## config.mk

```make
export PLATFORM = sky130hd
export DESIGN_NAME = lps_stop_ctrl
export DESIGN_NICKNAME = d
export VERILOG_FILES = /design/src/verilog/lps_pkg.sv /design/src/verilog/lps_sync.sv /design/src/verilog/lps_stop_ctrl.sv
export SDC_FILE = /design/constraint.sdc
export NUM_CORES = 1
export LEC_CHECK = 0
export ABC_AREA = 1
export BUFFER_PORTS_ARGS = -buffer_cell sky130_fd_sc_hd__buf_2
export CAP_MARGIN = 20
export CORE_ASPECT_RATIO = 1.1
export CORE_MARGIN = 1
export CORE_UTILIZATION = 35
export CTS_BUF_LIST = sky130_fd_sc_hd__clkbuf_4 sky130_fd_sc_hd__clkbuf_8
export DETAILED_ROUTE_END_ITERATION = 10
export PLACE_DENSITY = 0.68
export REMOVE_ABC_BUFFERS = 1
export SLEW_MARGIN = 20
export SYNTH_ARGS = -nofsm -noshare
export SYNTH_HDL_FRONTEND = slang
export SYNTH_SLANG_ARGS = --single-unit
```

## constraint.sdc

```tcl
create_clock -name pclk -period 2.3 [get_ports pclk]
set_input_delay 0.46 -clock pclk [delete_from_list [all_inputs] [get_ports pclk]]
set_output_delay 0.46 -clock pclk [all_outputs]
set_load 0.02 [all_outputs]
```

## src/verilog/lps_pkg.sv

```systemverilog
// constants and types of the stop-mode controller
package lps_pkg;
    // register byte offsets
    localparam logic [7:0] LPS_CTRL_OFS = 8'h00;
    localparam logic [7:0] LPS_STAT_OFS = 8'h04;
    localparam logic [7:0] LPS_ACK_OFS = 8'h08;
    // control register field positions
    localparam int CTRL_DBG_EN = 0;
    localparam int CTRL_LVM_EN = 1;
    localparam int CTRL_LVM_STOP = 2;
    localparam int CTRL_PDS = 3;
    localparam int CTRL_STOP_EN = 4;
    localparam int CTRL_ICS_RUN = 5;
    localparam int CTRL_ADC_ASYNC = 6;
    localparam int CTRL_LVM_RST = 7;
    localparam int CTRL_RTI_EN = 8;
    localparam int CTRL_W = 9;
    localparam logic [CTRL_W-1:0] CTRL_RST = 9'h000;
    // status register field positions
    localparam int STAT_MODE_LSB = 0;
    localparam int STAT_WAKE_FLAG = 4;
    localparam int STAT_LATCH = 5;
    localparam int STAT_LVM_LOW = 6;
    // acknowledge register field position
    localparam int ACK_PD = 0;
    // pin synchroniser reset values: reset pin, irq pin, monitor
    localparam logic [2:0] PIN_SYNC_RST = 3'h3;

    typedef enum logic [3:0] {
        LPS_RUN = 4'h1,
        LPS_LIGHT = 4'h2,
        LPS_DEEP = 4'h4,
        LPS_DEBUG = 4'h8
    } lps_mode_t;

    typedef enum logic [2:0] {
        CMD_MEM = 3'h0,
        CMD_MEM_STAT = 3'h1,
        CMD_BDC_REG = 3'h2,
        CMD_BACKGROUND = 3'h3,
        CMD_CPU_REG = 3'h4,
        CMD_TRACE = 3'h5,
        CMD_GO = 3'h6
    } lps_cmd_t;

    typedef enum logic [1:0] {
        RSP_OK = 2'h0,
        RSP_STOPPED = 2'h1,
        RSP_REJECT = 2'h2
    } lps_rsp_t;

    typedef enum logic [1:0] {
        PWR_ON = 2'h0,
        PWR_STANDBY = 2'h1,
        PWR_OFF = 2'h2
    } lps_lvl_t;

    typedef struct packed {
        logic debug_clk_en;
        logic periph_clk_en;
        logic ics_on;
        logic reg_full;
        logic rti_on;
        logic pin_hold;
        lps_lvl_t cpu_flash;
        lps_lvl_t ram;
        lps_lvl_t ports;
        lps_lvl_t timers;
        lps_lvl_t adc;
    } lps_power_t;
endpackage

```

## src/verilog/lps_sync.sv

```systemverilog
// two-flop synchroniser bank for pin inputs
`timescale 1ns/100ps
module lps_sync #(
    parameter int W = 1,
    parameter logic [W-1:0] INIT = '0
) (
    input wire logic pclk,
    input wire logic presetn,
    input wire logic ce,
    input wire logic [W-1:0] d,
    output logic [W-1:0] q
);
    genvar i;
    // one flop pair per bit; first stage feeds only the second
    generate
        for (i = 0; i < W; i++)
        begin : g_bit
            logic meta_r;
            logic sync_r;
            always_ff @(posedge pclk or negedge presetn)
            begin
                if (!presetn)
                begin
                    meta_r <= INIT[i];
                    sync_r <= INIT[i];
                end
                else if (ce)
                begin
                    meta_r <= d[i];
                    sync_r <= meta_r;
                end
            end
            assign q[i] = sync_r;
        end
    endgenerate
endmodule

```

## src/verilog/lps_stop_ctrl.sv

```systemverilog
// stop-level controller with debug and voltage monitor overrides
`timescale 1ns/100ps
//
// Behaviour
// - debug mode from run entered only while debug entry enable set
// - stop with debug enable keeps debug clocks running
// - stop with debug enable keeps regulator in full regulation
// - deep stop request with debug enable enters light stop
// - in stop, memory-with-status commands do no access, return stop error
// - background command wakes stop into debug only if debug enabled
// - after such a wake, debug mode accepts every command
// - debug light stop keeps clock source and regulator active
// - voltage monitor raises interrupt or reset, as configured
// - monitor and monitor-in-stop enabled keep regulator active in stop
// - deep stop request with monitor in stop enters light stop
// - monitor light stop: clock source off unless set to run
// - any stop gates peripheral clocks, even with debug clocks on
// - deep stop turns blocks off but keeps RAM in standby; light stop puts them in standby
// - light stop ADC runs only with async clock and monitor enabled
// - stop with stop enable clear forces illegal-opcode reset
// - deep stop only when power-down select and stop enable set
// - deep wake sets flag, holds pin latches until acknowledge write
// - light stop exits on reset pin or listed interrupt sources
module lps_stop_ctrl (
    input wire logic pclk,
    input wire logic presetn,
    input wire logic ce,
    input wire logic psel,
    input wire logic penable,
    input wire logic pwrite,
    input wire logic [7:0] paddr,
    input wire logic [31:0] pwdata,
    output logic [31:0] prdata,
    output logic pready,
    output logic pslverr,
    input wire logic cpu_stop_exec,
    input wire logic dbg_cmd_valid,
    input wire lps_pkg::lps_cmd_t dbg_cmd,
    output logic dbg_rsp_valid,
    output lps_pkg::lps_rsp_t dbg_rsp,
    output logic dbg_mem_go,
    input wire logic reset_pin_n,
    input wire logic irq_pin_n,
    input wire logic lvm_low,
    input wire logic rti_irq,
    input wire logic adc_irq,
    input wire logic kbi_irq,
    output lps_pkg::lps_power_t pwr,
    output lps_pkg::lps_mode_t mode,
    output logic illegal_op_reset,
    output logic wake_reset,
    output logic wake_irq,
    output logic lvm_irq,
    output logic lvm_reset
);
    typedef struct packed {
        lps_pkg::lps_mode_t mode;
        logic [lps_pkg::CTRL_W-1:0] ctrl;
        logic dbg_entry;
        logic wake_flag;
        logic latch;
        logic lvm_prev;
        logic [31:0] rdata;
        logic illegal_rst;
        logic wake_rst;
        logic wake_irq;
        logic lvm_irq;
        logic lvm_rst;
        logic rsp_valid;
        lps_pkg::lps_rsp_t rsp;
        logic mem_go;
        lps_pkg::lps_power_t pwr;
    } lps_state_t;

    lps_state_t st_r;
    lps_state_t st_nxt;
    logic [2:0] pins_s;
    logic rst_pin_s;
    logic irq_pin_s;
    logic lvm_low_s;
    logic acc;
    logic unmapped;

    // power state of every block for a given mode and settings
    function automatic lps_pkg::lps_power_t power_of(
        input lps_pkg::lps_mode_t m,
        input logic [lps_pkg::CTRL_W-1:0] c,
        input logic dbg
    );
        lps_pkg::lps_power_t p;
        logic lvm_stop;
        lvm_stop = c[lps_pkg::CTRL_LVM_EN] & c[lps_pkg::CTRL_LVM_STOP];
        p.debug_clk_en = 1'b1;
        p.periph_clk_en = 1'b1;
        p.ics_on = 1'b1;
        p.reg_full = 1'b1;
        p.rti_on = c[lps_pkg::CTRL_RTI_EN];
        p.pin_hold = 1'b0;
        p.cpu_flash = lps_pkg::PWR_ON;
        p.ram = lps_pkg::PWR_ON;
        p.ports = lps_pkg::PWR_ON;
        p.timers = lps_pkg::PWR_ON;
        p.adc = lps_pkg::PWR_ON;
        case (m)
            lps_pkg::LPS_LIGHT:
            begin
                p.debug_clk_en = dbg;
                p.periph_clk_en = 1'b0;
                p.ics_on = dbg | c[lps_pkg::CTRL_ICS_RUN];
                p.reg_full = dbg | lvm_stop;
                p.pin_hold = 1'b1;
                p.cpu_flash = lps_pkg::PWR_STANDBY;
                p.ram = lps_pkg::PWR_STANDBY;
                p.ports = lps_pkg::PWR_STANDBY;
                p.timers = lps_pkg::PWR_STANDBY;
                p.adc = (c[lps_pkg::CTRL_ADC_ASYNC] &&
                    c[lps_pkg::CTRL_LVM_EN]) ? lps_pkg::PWR_ON :
                    lps_pkg::PWR_STANDBY;
            end
            lps_pkg::LPS_DEEP:
            begin
                p.debug_clk_en = 1'b0;
                p.periph_clk_en = 1'b0;
                p.ics_on = 1'b0;
                p.reg_full = 1'b0;
                p.pin_hold = 1'b1;
                p.cpu_flash = lps_pkg::PWR_OFF;
                p.ram = lps_pkg::PWR_STANDBY;
                p.ports = lps_pkg::PWR_OFF;
                p.timers = lps_pkg::PWR_OFF;
                p.adc = lps_pkg::PWR_OFF;
            end
            default:
            begin
                p.rti_on = c[lps_pkg::CTRL_RTI_EN];
            end
        endcase
        return p;
    endfunction

    // pins come from outside the clock domain
    lps_sync #(
        .W(3),
        .INIT(lps_pkg::PIN_SYNC_RST)
    ) u_pin_sync (
        .pclk(pclk),
        .presetn(presetn),
        .ce(ce),
        .d({lvm_low, irq_pin_n, reset_pin_n}),
        .q(pins_s)
    );

    // synchronised pin levels
    assign rst_pin_s = ~pins_s[0];
    assign irq_pin_s = ~pins_s[1];
    assign lvm_low_s = pins_s[2];

    // zero-wait slave; read word was captured in the setup cycle
    assign acc = psel & penable & ce;
    assign unmapped = (paddr != lps_pkg::LPS_CTRL_OFS) &&
        (paddr != lps_pkg::LPS_STAT_OFS) &&
        (paddr != lps_pkg::LPS_ACK_OFS);
    assign pready = acc;
    assign pslverr = acc & unmapped;
    assign prdata = st_r.rdata;

    // next-state logic
    always_comb
    begin
        logic wr;
        logic ack;
        logic lvm_act;
        logic lvm_evt;
        logic bg_ok;
        logic deep_set;
        logic wake_l;
        st_nxt = st_r;
        wr = acc & pwrite;
        ack = 1'b0;
        deep_set = 1'b0;
        wake_l = 1'b0;
        st_nxt.illegal_rst = 1'b0;
        st_nxt.wake_rst = 1'b0;
        st_nxt.wake_irq = 1'b0;
        st_nxt.lvm_irq = 1'b0;
        st_nxt.lvm_rst = 1'b0;
        st_nxt.rsp_valid = 1'b0;
        st_nxt.rsp = lps_pkg::RSP_OK;
        st_nxt.mem_go = 1'b0;
        st_nxt.lvm_prev = lvm_low_s;
        // register access
        if (psel && !penable)
        begin
            case (paddr)
                lps_pkg::LPS_CTRL_OFS:
                    st_nxt.rdata = {23'h000000, st_r.ctrl};
                lps_pkg::LPS_STAT_OFS:
                    st_nxt.rdata = {25'h0000000, lvm_low_s, st_r.latch,
                        st_r.wake_flag, st_r.mode};
                default:
                    st_nxt.rdata = 32'h00000000;
            endcase
        end
        if (wr && paddr == lps_pkg::LPS_CTRL_OFS)
            st_nxt.ctrl = pwdata[lps_pkg::CTRL_W-1:0];
        if (wr && paddr == lps_pkg::LPS_ACK_OFS)
            ack = pwdata[lps_pkg::ACK_PD];
        // monitor event; in stop it needs the monitor-in-stop enable too
        lvm_act = st_r.ctrl[lps_pkg::CTRL_LVM_EN] &&
            (st_r.mode == lps_pkg::LPS_RUN ||
            st_r.mode == lps_pkg::LPS_DEBUG ||
            st_r.ctrl[lps_pkg::CTRL_LVM_STOP]);
        lvm_evt = lvm_act & lvm_low_s & ~st_r.lvm_prev;
        st_nxt.lvm_rst = lvm_evt & st_r.ctrl[lps_pkg::CTRL_LVM_RST];
        st_nxt.lvm_irq = lvm_evt & ~st_r.ctrl[lps_pkg::CTRL_LVM_RST];
        // debug command answer, by current mode
        bg_ok = 1'b0;
        if (dbg_cmd_valid)
        begin
            st_nxt.rsp_valid = 1'b1;
            st_nxt.rsp = lps_pkg::RSP_REJECT;
            case (st_r.mode)
                lps_pkg::LPS_RUN:
                begin
                    // non-intrusive commands while running, plus background when debug enabled
                    if (dbg_cmd == lps_pkg::CMD_MEM ||
                        dbg_cmd == lps_pkg::CMD_MEM_STAT ||
                        dbg_cmd == lps_pkg::CMD_BDC_REG)
                    begin
                        st_nxt.rsp = lps_pkg::RSP_OK;
                        st_nxt.mem_go = dbg_cmd != lps_pkg::CMD_BDC_REG;
                    end
                    if (dbg_cmd == lps_pkg::CMD_BACKGROUND &&
                        st_r.ctrl[lps_pkg::CTRL_DBG_EN])
                    begin
                        bg_ok = 1'b1;
                        st_nxt.rsp = lps_pkg::RSP_OK;
                    end
                end
                lps_pkg::LPS_LIGHT,
                lps_pkg::LPS_DEEP:
                begin
                    if (dbg_cmd == lps_pkg::CMD_MEM_STAT)
                        st_nxt.rsp = lps_pkg::RSP_STOPPED;
                    // deep stop never has the debug clocks running
                    if (dbg_cmd == lps_pkg::CMD_BACKGROUND &&
                        st_r.mode == lps_pkg::LPS_LIGHT &&
                        st_r.dbg_entry &&
                        st_r.ctrl[lps_pkg::CTRL_DBG_EN])
                    begin
                        bg_ok = 1'b1;
                        st_nxt.rsp = lps_pkg::RSP_OK;
                    end
                end
                default:
                begin
                    // debug mode serves every command type
                    st_nxt.rsp = lps_pkg::RSP_OK;
                    st_nxt.mem_go = dbg_cmd == lps_pkg::CMD_MEM ||
                        dbg_cmd == lps_pkg::CMD_MEM_STAT;
                end
            endcase
        end
        // mode sequencing
        case (st_r.mode)
            lps_pkg::LPS_RUN:
            begin
                if (bg_ok)
                    st_nxt.mode = lps_pkg::LPS_DEBUG;
                else if (cpu_stop_exec)
                begin
                    if (!st_r.ctrl[lps_pkg::CTRL_STOP_EN])
                        st_nxt.illegal_rst = 1'b1;
                    else if (st_r.ctrl[lps_pkg::CTRL_PDS] &&
                        !st_r.ctrl[lps_pkg::CTRL_DBG_EN] &&
                        !(st_r.ctrl[lps_pkg::CTRL_LVM_EN] &&
                        st_r.ctrl[lps_pkg::CTRL_LVM_STOP]))
                    begin
                        st_nxt.mode = lps_pkg::LPS_DEEP;
                        st_nxt.latch = 1'b1;
                    end
                    else
                        st_nxt.mode = lps_pkg::LPS_LIGHT;
                    st_nxt.dbg_entry = st_r.ctrl[lps_pkg::CTRL_DBG_EN];
                end
            end
            lps_pkg::LPS_LIGHT:
            begin
                wake_l = (st_r.ctrl[lps_pkg::CTRL_RTI_EN] && rti_irq) ||
                    st_nxt.lvm_irq || adc_irq || irq_pin_s || kbi_irq;
                if (rst_pin_s || st_nxt.lvm_rst)
                begin
                    st_nxt.mode = lps_pkg::LPS_RUN;
                    st_nxt.wake_rst = rst_pin_s;
                end
                else if (bg_ok)
                    st_nxt.mode = lps_pkg::LPS_DEBUG;
                else if (wake_l)
                begin
                    st_nxt.mode = lps_pkg::LPS_RUN;
                    st_nxt.wake_irq = 1'b1;
                end
            end
            lps_pkg::LPS_DEEP:
            begin
                // deep wake restarts as from power-on; latches stay
                if (rst_pin_s || irq_pin_s ||
                    (st_r.ctrl[lps_pkg::CTRL_RTI_EN] && rti_irq))
                begin
                    st_nxt.mode = lps_pkg::LPS_RUN;
                    st_nxt.wake_rst = 1'b1;
                    st_nxt.ctrl = lps_pkg::CTRL_RST;
                    deep_set = 1'b1;
                end
            end
            default:
            begin
                if (dbg_cmd_valid && dbg_cmd == lps_pkg::CMD_GO)
                    st_nxt.mode = lps_pkg::LPS_RUN;
            end
        endcase
        // set wins over the acknowledge clear
        st_nxt.wake_flag = deep_set | (st_r.wake_flag & ~ack);
        st_nxt.latch = st_nxt.latch & ~(ack & ~deep_set &
            st_r.mode != lps_pkg::LPS_DEEP);
        st_nxt.pwr = power_of(st_nxt.mode, st_nxt.ctrl, st_nxt.dbg_entry);
        st_nxt.pwr.pin_hold = st_nxt.pwr.pin_hold | st_nxt.latch;
    end

    // state register; clock enable freezes everything
    always_ff @(posedge pclk or negedge presetn)
    begin
        if (!presetn)
        begin
            st_r <= '0;
            st_r.mode <= lps_pkg::LPS_RUN;
            st_r.ctrl <= lps_pkg::CTRL_RST;
            st_r.lvm_prev <= 1'b1;
            st_r.pwr.debug_clk_en <= 1'b1;
            st_r.pwr.periph_clk_en <= 1'b1;
            st_r.pwr.ics_on <= 1'b1;
            st_r.pwr.reg_full <= 1'b1;
        end
        else if (ce)
            st_r <= st_nxt;
    end

    // outputs straight from state flops
    assign pwr = st_r.pwr;
    assign mode = st_r.mode;
    assign illegal_op_reset = st_r.illegal_rst;
    assign wake_reset = st_r.wake_rst;
    assign wake_irq = st_r.wake_irq;
    assign lvm_irq = st_r.lvm_irq;
    assign lvm_reset = st_r.lvm_rst;
    assign dbg_rsp_valid = st_r.rsp_valid;
    assign dbg_rsp = st_r.rsp;
    assign dbg_mem_go = st_r.mem_go;
endmodule

```

==> results.py <==
metrics = {
    "run_status": {
        "status": "finished, final reports clean",
    },
    "placement": {
        "place_congestion": 0.874,
        "hpwlAfterDp_um": 5470,
        "place_ws_ns": 0.282,
        "place.port_buffers": 72,
    },
    "power": {
        "power.density_nw_per_um2": 723,
        "vdd_drop_max_v": 0.000236,
        "leakagePower_uw": 0.00177,
    },
    "route": {
        "drc": 0,
        "detail-route-antenna-nets": 0,
        "wl_um": 6760,
        "drtPass1Iterations": 5,
        "first_iter_violations": 99,
        "avgRoutedWirePerCell_um": 12.9,
        "viasPerCell": 4.68,
        "dr_total_vias": 2445,
    },
    "sta": {
        "slew_viol_final": 0,
        "fin_crit_ns": 2.01,
        "fin_ws_ns": 0.291,
        "fmax_ghz": 0.498,
        "clock_skew_ns": 0.0129,
        "period_share_pct": 87.3,
        "fin_hold_ws_ns": 0.108,
        "setup_viol": 0,
        "rsz0062_at_grt": "no",
        "setup_tns_ns": 0,
        "finalHoldViolCount": 0,
    },
    "floorplan": {
        "die_area_um2": 8910,
        "die_y_um": 98.9,
        "core_region_area_um2": 8080,
        "initial_core_util_pct": 37.0,
        "dieWidth_um": 90.1,
        "io_pins": 120,
        "row_count": 34,
    },
    "synth": {
        "yosys.area.top_type": "dfrtp_1",
        "syn_area_per_cell_um2": 8.14,
        "synth_top_area_share_pct": 33.5,
        "synth-seq-cells": 50,
        "syn-cell-area_um2": 2990,
        "postSynthCellCount": 367,
        "ys_types": 41,
        "synthTopCellsByCount": "nand2_1 (83), buf_4 (54), dfrtp_1 (40)",
        "seq_area_frac_synth_pct": 42.3,
        "synth_edf_count": 0,
        "yosysMostFrequentCell": "nand2_1",
        "synth_ff_type": "dfrtp_1",
        "async_flop_share_pct": 100,
        "synth_area_leaders": "dfrtp_1 (34%), buf_4 (14%), nand2_1 (10%)",
        "yosysWarnings": 0,
    },
    "cts": {
        "post_cts.repair.setup_buffers": 0,
        "clkLatencyLatePin_ns": 0.30,
        "clk_path_buf_depth": 2,
        "cts_resized": 0,
        "cts_buffers": 5,
        "clkTransAtPathRegs_ns": 0.09,
        "htreeDepth": 2,
        "cts_tree": "yes",
        "cts.root.buffer_cell": "clkbuf_8",
        "clock-sinks": 50,
        "cts_hold_buf": 0,
    },
    "final_layout": {
        "antennaDiodeCount": 0,
        "fillCellCount": 881,
        "multi_input_area_um2": 1220,
        "fin_util_pct": 40.4,
        "syn_to_final_growth_pct": 9.21,
        "layout-drive-gt1-share_pct": 30.7,
        "seqCellArea_um2": 1260,
        "final_nets": 470,
    },
    "setup_path": {
        "critPathKind": "primary input to primary output",
        "crit_arrival_ns": 1.55,
        "critPathCaptureType": "primary output",
        "worstPathMaxFanout": 3,
        "start_kind": "primary input",
        "reg2reg_depth": 11,
        "cp.required_ns": 1.84,
    },
    "job": {
        "maxCapViolCount": 0,
    },
    "global_routing": {
        "met1_usage_pct": 19.2,
        "globalRouteTotalUtil_pct": 16.0,
        "met3_usage_pct": 3.94,
        "grt_max_degree": 35,
        "antenna_found_initial": 0,
        "grt_overflow_total": 0,
        "grt.busiest_layer": "met2",
        "grt_pass1_vias": 2443,
        "grt_pass1_wl_um": 11500,
        "met2_usage_pct": 28.3,
    },
    "hold_path": {
        "hold_class": "primary input to asynchronous set/reset pin",
    },
}
## per-layer routing
layer | vias to the layer above | routed length (um)
met5 | - | 0
met4 | 0 | 112
met3 | 12 | 327
met2 | 78 | 3320
met1 | 1144 | 3000
li1 | 1211 | -
## area by class of cell
cell class                 instances  area share (%)
multi-input combinational        240            37.4
clock buffer                       6            2.34
tap                              108            4.14
clock inverter                     2           0.422
sequential                        50            38.7
inverter                          37            4.29
timing repair buffer              79            12.7
## sequential cells by signal, indices dropped and copies added (netlist names), 2 cells and up
name                     cells
u_pin_sync.g_bit.sync_r      3
st_r                        13
pwr                          9
u_pin_sync.g_bit.meta_r      3
prdata                       9
dbg_rsp                      2
mode                         4
## final timing paths
| check | start | slack (ns) | end |
|---|---|---|---|
| max | paddr[1] | 0.29 | pslverr |
| min | presetn | 0.11 | lvm_reset |
| max reg2reg | mode[0] | 0.46 | mode[1] |
| min reg2reg | u_pin_sync.g_bit[1].meta_r | 0.47 | u_pin_sync.g_bit[1].meta_r |
| max in group asynchronous | presetn | 1.76 | u_pin_sync.g_bit[0].sync_r |
| min in group pclk | irq_pin_n | 0.35 | u_pin_sync.g_bit[1].meta_r |
## cell families (layout without fill, tap and decap cells)
group | Yosys count | in the layout | synth area share, %
compound gates | 57 | 57 | 11.6
buf+inv | 100 | 124 | 19.7
flops | 50 | 50 | 42.3
mux | 7 | 7 | 2.64
other cells | 1 | 24 | 0.126
simple gates | 152 | 152 | 23.7
## cell usage in the layout (no fill, tap or decap), drive strengths merged
cell | synthesis | routed
a32o | 1 | 1
or2 | 4 | 4
o22a | 1 | 1
nor2 | 28 | 28
o2111ai | 1 | 1
dfstp | 10 | 10
a21oi | 6 | 6
nand3b | 2 | 2
nand3 | 22 | 22
o21ai | 28 | 28
nand2 | 86 | 86
nor3 | 4 | 4
a41oi | 1 | 1
nor4b | 1 | 1
mux2 | 7 | 7
o22ai | 6 | 6
a211oi | 7 | 7
buf | 57 | 79
inv | 36 | 36
o31ai | 4 | 4
clkinv | 1 | 3
nand4 | 5 | 5
clkbuf | 6 | 6
conb | 1 | 24
o21bai | 1 | 1
dfrtp | 40 | 40
o21a | 1 | 1
## report_power, final
part	internal, uW	switching, uW
logic	226	468
clock network	227	293
registers	1030	111
total	1490	872
## per-stage QoR
stage               cell area [um2]  power [uW]  cells
floorplan                      2630        1600    327
detailed placement             3170        1870    514
CTS                            3260        2390    522
global route                   3260        2530    522
finish                         3260        2360    522
global placement               3170        1860    514
## worst max-delay path, stage by stage
cell and delay, ns:
buf_2 0.09, or2_1 0.27, nor4b_1 0.46, a211oi_1 0.08, buf_2 0.18
Note: power is estimated with default switching activity, not from simulation.
